<file path="src/fcsl_regs.svh">
`ifndef FCSL_REGS_SVH
`define FCSL_REGS_SVH

// Register indices; byte address is four times the index
`define FCSL_IDX_CONFIG 12'h103
`define FCSL_IDX_STATUS 12'h105
`define FCSL_IDX_COMMAND 12'h106

// Status bit positions
`define FCSL_ST_BUF_EMPTY 7
`define FCSL_ST_CMD_DONE 6
`define FCSL_ST_PROT_VIOL 5
`define FCSL_ST_ACC_ERR 4
`define FCSL_ST_ERASED 2
`define FCSL_ST_FAILED 1

// Config bit positions
`define FCSL_CF_BE_IRQ_EN 7
`define FCSL_CF_CC_IRQ_EN 6

// Reset values
`define FCSL_STATUS_RESET 8'hc0
`define FCSL_CONFIG_RESET 8'h00
`define FCSL_COMMAND_RESET 7'h00

// Command codes
`define FCSL_CMD_ERASE_VERIFY 7'h05
`define FCSL_CMD_PROGRAM 7'h20
`define FCSL_CMD_BURST_PROGRAM 7'h25
`define FCSL_CMD_SECTOR_ERASE 7'h40
`define FCSL_CMD_ARRAY_ERASE 7'h41

`endif

</file>
<file path="src/fcsl_pkg.sv">
package fcsl_pkg;

    typedef enum logic [1:0] {
        seq_idle,
        seq_addr,
        seq_cmd
    } fcsl_seq_type;

    typedef struct packed {
        fcsl_seq_type seq;
        logic buffer_empty_flag;
        logic command_complete_flag;
        logic protection_violation_flag;
        logic access_error_flag;
        logic erased_flag;
        logic failed_flag;
        logic buffer_empty_irq_enable;
        logic command_complete_irq_enable;
        logic [6:0] command_code;
        logic pend_valid;
        logic [6:0] pend_code;
        logic active_valid;
        logic [6:0] active_code;
        logic launch;
        logic [6:0] launch_code;
        logic seq_abort;
        logic ack;
        logic [31:0] rdata;
        logic irq;
    } fcsl_state_type;

endpackage

</file>
<file path="src/fcsl_top.sv">
`timescale 1ns/1ns
`include "fcsl_regs.svh"
// What this block does
// - Buffer-empty flag shows command buffer free
// - Writing one clears flag, launches command
// - Zero write mid-sequence aborts, sets error
// - Zero write outside sequence is harmless
// - Interrupt on buffer-empty with enable
// - Complete flag clears on launch, self-sets
// - Complete stays low when burst continues
// - Interrupt on command-complete with enable
// - Protected target sets violation; one clears
// - Violation blocks launches and new sequences
// - Sequence, code, stop errors set access error
// - Access error clears on one, blocks work
// - Erased flag holds erase-verify result
// - New valid launch clears erased flag
// - Erased flag write-one clear only in special mode
// - Special mode failed flag on bad verify
// - Status resets to flags one, others zero
// - Seven-bit command field, top bit zero
// - Decode verify, program, burst program codes
// - Decode sector and whole-array erase codes
// - Unknown code in normal mode: access error
module fcsl_top #(
    parameter int ADDR_WIDTH = 14
) (
    input wire logic clk,
    input wire logic srst,
    input wire logic wb_cyc_i,
    input wire logic wb_stb_i,
    input wire logic wb_we_i,
    input wire logic [ADDR_WIDTH-1:0] wb_adr_i,
    input wire logic [3:0] wb_sel_i,
    input wire logic [31:0] wb_dat_i,
    output logic [31:0] wb_dat_o,
    output logic wb_ack_o,
    input wire logic special_mode,
    input wire logic array_write,
    input wire logic array_addr_aligned,
    input wire logic array_addr_protected,
    input wire logic cpu_stop,
    input wire logic engine_done,
    input wire logic verify_erased,
    output logic cmd_launch,
    output logic [6:0] cmd_launch_code,
    output logic seq_abort,
    output logic irq
);

    initial begin
        if (ADDR_WIDTH < 14 || ADDR_WIDTH > 32) begin
            $error("fcsl_top: ADDR_WIDTH must be 14 to 32");
        end
    end

    fcsl_pkg::fcsl_state_type st;
    fcsl_pkg::fcsl_state_type next_st;

    function automatic logic fcsl_code_valid(input logic [6:0] code);
        fcsl_code_valid = (code == `FCSL_CMD_ERASE_VERIFY) || (code == `FCSL_CMD_PROGRAM) ||
                          (code == `FCSL_CMD_BURST_PROGRAM) || (code == `FCSL_CMD_SECTOR_ERASE) ||
                          (code == `FCSL_CMD_ARRAY_ERASE);
    endfunction

    function automatic logic fcsl_hit(input logic [ADDR_WIDTH-1:0] adr, input logic [11:0] idx);
        fcsl_hit = (adr[ADDR_WIDTH-1:2] == (ADDR_WIDTH-2)'(idx)) && (adr[1:0] == 2'b00);
    endfunction

    logic bus_req;
    logic bus_wr;
    logic lane0;
    logic hit_cfg;
    logic hit_stat;
    logic hit_cmd;
    logic [7:0] wbyte;
    logic [7:0] status_view;
    logic blocked;

    assign bus_req = wb_cyc_i && wb_stb_i && !st.ack;
    assign bus_wr = bus_req && wb_we_i && wb_sel_i[0];
    assign lane0 = wb_sel_i[0];
    assign hit_cfg = fcsl_hit(wb_adr_i, `FCSL_IDX_CONFIG);
    assign hit_stat = fcsl_hit(wb_adr_i, `FCSL_IDX_STATUS);
    assign hit_cmd = fcsl_hit(wb_adr_i, `FCSL_IDX_COMMAND);
    assign wbyte = wb_dat_i[7:0];
    assign blocked = st.protection_violation_flag || st.access_error_flag;

    always_comb begin
        status_view = 8'h00;
        status_view[`FCSL_ST_BUF_EMPTY] = st.buffer_empty_flag;
        status_view[`FCSL_ST_CMD_DONE] = st.command_complete_flag;
        status_view[`FCSL_ST_PROT_VIOL] = st.protection_violation_flag;
        status_view[`FCSL_ST_ACC_ERR] = st.access_error_flag;
        status_view[`FCSL_ST_ERASED] = st.erased_flag;
        status_view[`FCSL_ST_FAILED] = special_mode && st.failed_flag;
    end

    always_comb begin
        logic set_acc;
        logic set_pv;
        logic abort;
        logic do_launch;
        logic engine_free;
        set_acc = 1'b0;
        set_pv = 1'b0;
        abort = 1'b0;
        do_launch = 1'b0;
        engine_free = 1'b0;
        next_st = st;
        next_st.launch = 1'b0;
        next_st.seq_abort = 1'b0;

        // Bus handshake: ack one cycle after request, dropped next cycle
        next_st.ack = bus_req;
        next_st.rdata = 32'h0000_0000;
        if (bus_req && !wb_we_i && lane0) begin
            if (hit_cfg) begin
                next_st.rdata[`FCSL_CF_BE_IRQ_EN] = st.buffer_empty_irq_enable;
                next_st.rdata[`FCSL_CF_CC_IRQ_EN] = st.command_complete_irq_enable;
            end else if (hit_stat) begin
                next_st.rdata[7:0] = status_view;
            end else if (hit_cmd) begin
                next_st.rdata[7:0] = {1'b0, st.command_code};
            end
        end

        if (bus_wr && hit_cfg) begin
            next_st.buffer_empty_irq_enable = wbyte[`FCSL_CF_BE_IRQ_EN];
            next_st.command_complete_irq_enable = wbyte[`FCSL_CF_CC_IRQ_EN];
        end

        // Array writes are ignored while blocked; otherwise they open a sequence, or set an error and abort if misplaced
        if (array_write) begin
            if (blocked) begin
                abort = 1'b0;
            end else if (st.seq != fcsl_pkg::seq_idle || !st.buffer_empty_flag || !array_addr_aligned) begin
                set_acc = 1'b1;
                abort = 1'b1;
            end else if (array_addr_protected) begin
                set_pv = 1'b1;
                abort = 1'b1;
            end else begin
                next_st.seq = fcsl_pkg::seq_addr;
            end
        end

        if (bus_wr && hit_cmd) begin
            if (st.seq == fcsl_pkg::seq_addr && !blocked) begin
                next_st.command_code = wbyte[6:0];
                if (!special_mode && !fcsl_code_valid(wbyte[6:0])) begin
                    set_acc = 1'b1;
                    abort = 1'b1;
                end else begin
                    next_st.seq = fcsl_pkg::seq_cmd;
                end
            end else if (!blocked) begin
                set_acc = 1'b1;
                abort = 1'b1;
            end
        end

        if (bus_wr && hit_stat) begin
            if (wbyte[`FCSL_ST_BUF_EMPTY]) begin
                if (st.seq == fcsl_pkg::seq_cmd && !blocked) begin
                    do_launch = 1'b1;
                end else if (st.seq != fcsl_pkg::seq_idle) begin
                    set_acc = 1'b1;
                    abort = 1'b1;
                end
            end else if (st.seq != fcsl_pkg::seq_idle) begin
                set_acc = 1'b1;
                abort = 1'b1;
            end
            if (wbyte[`FCSL_ST_PROT_VIOL]) begin
                next_st.protection_violation_flag = 1'b0;
            end
            if (wbyte[`FCSL_ST_ACC_ERR]) begin
                next_st.access_error_flag = 1'b0;
            end
            if (special_mode && wbyte[`FCSL_ST_ERASED]) begin
                next_st.erased_flag = 1'b0;
            end
            if (special_mode && wbyte[`FCSL_ST_FAILED]) begin
                next_st.failed_flag = 1'b0;
            end
        end

        if (cpu_stop && !st.command_complete_flag) begin
            set_acc = 1'b1;
        end

        if (abort) begin
            next_st.seq = fcsl_pkg::seq_idle;
            next_st.seq_abort = 1'b1;
        end

        if (do_launch) begin
            next_st.seq = fcsl_pkg::seq_idle;
            next_st.buffer_empty_flag = 1'b0;
            next_st.command_complete_flag = 1'b0;
            next_st.erased_flag = 1'b0;
            next_st.pend_valid = 1'b1;
            next_st.pend_code = st.command_code;
        end

        // Engine side: finish active, then pull pending
        engine_free = !st.active_valid;
        if (st.active_valid && engine_done) begin
            engine_free = 1'b1;
            next_st.active_valid = 1'b0;
            if (st.active_code == `FCSL_CMD_ERASE_VERIFY) begin
                next_st.erased_flag = verify_erased;
                if (special_mode && !verify_erased) begin
                    next_st.failed_flag = 1'b1;
                end
            end
            if (!st.pend_valid && !do_launch) begin
                // All work finished, nothing just buffered
                next_st.command_complete_flag = 1'b1;
            end
        end
        if (st.pend_valid && engine_free) begin
            next_st.pend_valid = 1'b0;
            next_st.active_valid = 1'b1;
            next_st.active_code = st.pend_code;
            next_st.launch = 1'b1;
            next_st.launch_code = st.pend_code;
            next_st.buffer_empty_flag = 1'b1;
            next_st.command_complete_flag = 1'b0;
        end

        // Hardware set wins over software clear
        if (set_acc) begin
            next_st.access_error_flag = 1'b1;
        end
        if (set_pv) begin
            next_st.protection_violation_flag = 1'b1;
        end

        next_st.irq = (next_st.buffer_empty_flag && next_st.buffer_empty_irq_enable) ||
                      (next_st.command_complete_flag && next_st.command_complete_irq_enable);
    end

    always_ff @(posedge clk) begin
        if (srst) begin
            next_st_reset();
        end else begin
            st <= next_st;
        end
    end

    task automatic next_st_reset();
        st.seq <= fcsl_pkg::seq_idle;
        {st.buffer_empty_flag, st.command_complete_flag, st.protection_violation_flag,
         st.access_error_flag} <= 4'(`FCSL_STATUS_RESET >> 4);
        st.erased_flag <= 1'b0;
        st.failed_flag <= 1'b0;
        st.buffer_empty_irq_enable <= 1'b0;
        st.command_complete_irq_enable <= 1'b0;
        st.command_code <= `FCSL_COMMAND_RESET;
        st.pend_valid <= 1'b0;
        st.pend_code <= `FCSL_COMMAND_RESET;
        st.active_valid <= 1'b0;
        st.active_code <= `FCSL_COMMAND_RESET;
        st.launch <= 1'b0;
        st.launch_code <= `FCSL_COMMAND_RESET;
        st.seq_abort <= 1'b0;
        st.ack <= 1'b0;
        st.rdata <= 32'h0000_0000;
        st.irq <= 1'b0;
    endtask

    assign wb_dat_o = st.rdata;
    assign wb_ack_o = st.ack;
    assign cmd_launch = st.launch;
    assign cmd_launch_code = st.launch_code;
    assign seq_abort = st.seq_abort;
    assign irq = st.irq;

endmodule

</file>
<file path="config.mk">
export PLATFORM = sky130hd
export DESIGN_NAME = fcsl_top
export DESIGN_NICKNAME = d
export VERILOG_FILES = /design/src/fcsl_pkg.sv /design/src/fcsl_top.sv
export VERILOG_INCLUDE_DIRS = /design/src
export SDC_FILE = /design/constraint.sdc
export NUM_CORES = 1
export LEC_CHECK = 0
export ABC_AREA = 1
export BUFFER_PORTS_ARGS = -buffer_cell sky130_fd_sc_hd__clkbuf_2
export CELL_PAD_IN_SITES_DETAIL_PLACEMENT = 2
export CELL_PAD_IN_SITES_GLOBAL_PLACEMENT = 2
export CORE_MARGIN = 8
export CORE_UTILIZATION = 27
export CTS_BUF_LIST = sky130_fd_sc_hd__clkbuf_8
export DETAILED_ROUTE_END_ITERATION = 8
export GPL_TIMING_DRIVEN = 0
export PLACE_DENSITY_LB_ADDON = 0.1
export SLEW_MARGIN = 40
export SYNTH_ARGS = -nofsm -noshare
export SYNTH_HDL_FRONTEND = slang
export SYNTH_SLANG_ARGS = --single-unit
</file>
<file path="constraint.sdc">
create_clock -name clk -period 3.1 [get_ports clk]
set_input_delay 0.31 -clock clk [delete_from_list [all_inputs] [get_ports clk]]
set_output_delay 0.31 -clock clk [all_outputs]
set_load 0.05 [all_outputs]
</file>
* Word level (Yosys, flattened, before mapping)
Index checks and enable logic that the tools add are counted.
** Operators by class
- Equal/unequal tests :: 11
- Reduce and logical (&&, ||, !) cells :: 60
- Bitwise gates (word level) :: 2
- Mux-type cells :: 60
** Operators by type and width (number)
- $mux W1 :: 43
- $eq A12 B9 Y1 const B :: 3
- $mux W2 :: 13
- $logic_and A1 B1 Y1 :: 25
- $mux W16 :: 1
- $eq A7 B3 Y1 const B :: 2
- $eq A7 B6 Y1 const B :: 2
- $eq A7 B7 Y1 const B :: 2
- $logic_not A1 Y1 :: 12
- $reduce_bool A2 Y1 :: 6
- $logic_or A1 B1 Y1 :: 8
- $mux W8 :: 1
- $mux W7 :: 1
- $reduce_and A2 Y1 :: 3
- $reduce_or A3 Y1 :: 2
- $reduce_or A5 Y1 :: 1
- $mux W4 :: 1
- $reduce_or A2 Y1 :: 2
- $eq A2 B1 Y1 const B :: 1
- $eq A2 B2 Y1 const B :: 1
- $logic_not A2 Y1 :: 1
- $not A1 Y1 :: 2
** Word-level totals
- Word-level logic and storage cells :: 155
- Bits in registers :: 69
- Input port bits :: 62

* Logic depth before layout (Yosys ltp)
- Depth in word-level cells :: 17
- Mapped depth :: 12

* Worst setup path after synthesis
No wires, ideal clock.
- Path kind :: reg2reg
- From :: reg st, in the netlist wb_ack_o
- To :: reg st[63] in the netlist's numbering
- Data required time :: 2983 ps
- Path slack :: 1503 ps
- Stages on the path, launching flop included :: 10
- Arrival :: 1480 ps
- Buffers on the path :: 1
- Cells stage by stage :: dfxtp_1 -> inv_1 -> nand3_1 -> nor3_2 -> inv_1 -> nor2_4 -> nand3_4 -> buf_6 -> o21ai_1 -> a21oi_1
** On the way
- Longest elaborated chain between the ends :: 6
** RTL lines
- start, declared :: RTL line fcsl_top.sv:57 : fcsl_pkg::fcsl_state_type st;
- start signal, assigned :: RTL line fcsl_top.sv:249 : st <= next_st;
- $logic_not A1 Y1 :: RTL line fcsl_top.sv:80 : assign bus_req = wb_cyc_i && wb_stb_i && !st.ack;
- $logic_and A1 B1 Y1 :: RTL line fcsl_top.sv:80
- $logic_and A1 B1 Y1 (2 in a row) :: RTL line fcsl_top.sv:81 : assign bus_wr = bus_req && wb_we_i && wb_sel_i[0];
- $logic_and A1 B1 Y1 :: RTL line fcsl_top.sv:148 : if (bus_wr && hit_cmd) begin
- $reduce_and A2 Y1 (no source line)
No other way between the ends.
A chain may end at the register's enable or synchronous reset.

* Worst setup path after layout
- From :: reg st, in the netlist wb_ack_o
- To :: reg st, in the netlist wb_dat_o[4]
** On the way
- Longest elaborated chain between the ends :: 6
** RTL lines
- $logic_not A1 Y1 :: RTL line fcsl_top.sv:80
- $logic_and A1 B1 Y1 :: RTL line fcsl_top.sv:80
- $logic_and A1 B1 Y1 (2 in a row) :: RTL line fcsl_top.sv:117 : if (bus_req && !wb_we_i && lane0) begin
- $not A1 Y1 (no source line)
- $reduce_or A3 Y1 (no source line)
No other way between the ends.

==> impl_metrics.py <==
metrics = {
    "run_status": {
        "status": "finished, final reports clean",
    },
    "grt": {
        "track_usage_pct": 12.2,
        "grt_max_degree": 17,
        "gr-total-overflow": 0,
        "antenna_found_initial": 0,
        "grt_pass1_vias": 2351,
        "grt_pass1_wl_um": 11300,
    },
    "synth": {
        "syn_area_um2": 2290,
        "synth_most_common_cell": "nand2_1",
        "yosysUniqueCellTypes": 31,
        "synth-xor-area-share_pct": 0,
        "synth_compound_area_share_pct": 12.9,
        "syn_avg_cell_area_um2": 7.35,
        "synth_edf_count": 0,
        "netlist.area_leader.share_pct": 39.4,
        "yosysSeqAreaShare_pct": 39.4,
        "syn_inst": 311,
        "ys_ff_latch": 45,
        "synthAdderAreaFrac_pct": 0,
        "synthMuxAreaShare_pct": 0,
        "synth-simple-area-share_pct": 25.7,
        "synth_top_area_cell": "dfxtp_1",
        "yosys_warnings": 0,
        "synth_top_family_by_area": "simple AND/OR/NAND/NOR gates",
        "ys_top_cells_by_count": "nand2_1, dfxtp_1, inv_1",
        "synthArstFlopShare_pct": 0,
        "synthTopCellsByArea": "dfxtp_1, buf_4, nand2_1, inv_1, nand3_1",
        "synthFlopType": "dfxtp_1",
    },
    "hold_path": {
        "min_to": "st[69]",
        "hold_class": "in2reg",
        "hold_path.startpoint": "verify_erased",
        "min_path_cells": 3,
    },
    "routing": {
        "drcViolationCount": 0,
        "vias": 2144,
        "first_pass_iters": 2,
        "ant_nets": 0,
        "drt-vias-per-instance": 4.30,
        "drtIter0Drc": 21,
        "wirelength_um": 6740,
        "detail_route.wl_per_cell_um": 13.5,
    },
    "critical_path": {
        "critPathCaptureType": "flop",
        "timing.rr.start": "wb_ack_o",
        "cp_data_arrival_time_ns": 1.82,
        "crit_required_ns": 3.33,
        "crit_fanout": 6,
        "rr_endpoint": "wb_dat_o[4]",
        "reg2reg_depth": 7,
        "path_class": "reg2reg",
        "cp-start-kind": "flop",
        "r2r_slack_ns": 1.51,
    },
    "sta": {
        "finalMaxSlewViolations": 0,
        "hold_ws_ns": 0.263,
        "fin_crit_sh_pct": 51.3,
        "fin_crit_ns": 1.59,
        "rsz0062_at_grt": "no",
        "finalHoldViolations": 0,
        "fmaxAchievable_ghz": 0.629,
        "finalSetupViolCount": 0,
        "fin_setup_tns_ns": 0,
        "finalClockSkew_ns": 0.0122,
    },
    "placed_design": {
        "gp_congestion": 0.762,
        "io_buffers": 52,
        "dp_hpwl_um": 5740,
    },
    "floorplanning": {
        "ioPinCount": 105,
        "fp-row-count": 33,
        "core_area_um2": 8220,
        "initial_core_util_pct": 27.8,
        "die_h_um": 108,
        "fp.dieArea_um2": 11700,
        "die_w_um": 108,
    },
    "clocking": {
        "root_buffer": "clkbuf_8",
        "clk_path_buf_depth": 2,
        "insertion_delay_ns": 0.31,
        "post_cts_buffers": 0,
        "tritoncts": "done",
        "cts_hold_buffers": 0,
        "clock_sinks": 45,
        "htree_levels": 2,
        "ctsResizeCount": 0,
        "cts_made_buffers": 5,
        "path_clk_slew_ns": 0.10,
    },
    "flow_run": {
        "cap_violations": 0,
    },
    "final_layout": {
        "drive_above_1_share_pct": 31.5,
        "nNetsFinal": 455,
        "diodes": 0,
        "area_delta_synth_final_pct": 25.0,
    },
    "power": {
        "vdd_drop_max_uv": 152,
        "power_density_nw_per_um2": 402,
        "leakagePower_nw": 1.44,
    },
}
-- worst max path at each step --
stage / cells past startpoint / startpoint / slack [ns] / to
finish: 7 / wb_ack_o / 1.51 / wb_dat_o[4]
global route: 7 / wb_ack_o / 1.28 / wb_dat_o[4]
CTS: 7 / wb_ack_o / 1.46 / wb_dat_o[4]
detailed placement: 6 / srst / 1.40 / wb_dat_o[4]
global placement: 6 / srst / 1.37 / wb_dat_o[4]
floorplan: 9 / wb_ack_o / 1.50 / st[63]
-- area by class of cell --
type	instances	area [um2]
buffer	44	335
clock buffer	5	68.8
clock inverter	3	25.0
fill	1012	5360
inverter	43	166
multi-input combinational	202	971
sequential	45	901
tap	105	131
timing repair buffer	52	260
-- per-layer routing --
metal  track usage, %  part of all wire [%]  up-vias
met5                0                     0        -
met2             20.9                    50       42
met3             3.27                   4.3        7
met4             4.16                   1.4        0
met1             14.3                    45     1015
li1                 -                     -     1080
-- metrics by stage --
stage	utilization [%]	total power [mW]	worst slack [ns]	cells	cell area [um2]
floorplan	-	0.734	1.50	334	2370
global placement	33.7	0.774	1.37	491	2770
detailed placement	33.7	0.777	1.40	491	2770
CTS	34.8	1.17	1.46	499	2860
global route	34.8	1.21	1.28	499	2860
finish	34.8	1.15	1.51	499	2860
-- cells in the final DEF (no fill, tap or decap), drive strengths merged, types with 22 or more instances in the layout --
cell type,synthesis,routed
buf,42,42
nand3,25,25
clkbuf,2,59
nor2,38,38
dfxtp,45,45
nand2,55,55
conb,1,24
inv,42,43
a21oi,22,22
o21ai,29,29
-- cells by family (layout without fill, tap and decap cells) --
logic type	after synthesis	in the layout
AND/OR/NAND/NOR	124	124
AO/OA/AOI/OAI	54	54
other	1	24
buffers and inverters	87	147
flip-flops	45	45
-- critical path, cell delays in order, from the launching register on --
cell     delay [ns]
dfxtp_1        0.32
inv_1          0.05
nand3_1        0.11
nor2_2         0.12
nand3_1        0.16
nor2_4         0.23
nand3_1        0.26
o21ai_0        0.27
-- flip-flops by register name, summed over array words and instances (netlist names) --
signal and flops:
wb_ack_o 1, seq_abort 1, wb_dat_o 8, cmd_launch 1, irq 1, st 26
cmd_launch_code 7
-- power breakdown --
| part | switching (mW) | leakage (nW) | internal (mW) |
|---|---|---|---|
| sequential | 0.00342 | 0.363 | 0.581 |
| clock | 0.224 | 0.0447 | 0.163 |
| combinational | 0.125 | 1.04 | 0.0544 |
| total | 0.352 | 1.44 | 0.799 |
No activity file was read; power rests on OpenSTA's default activity.
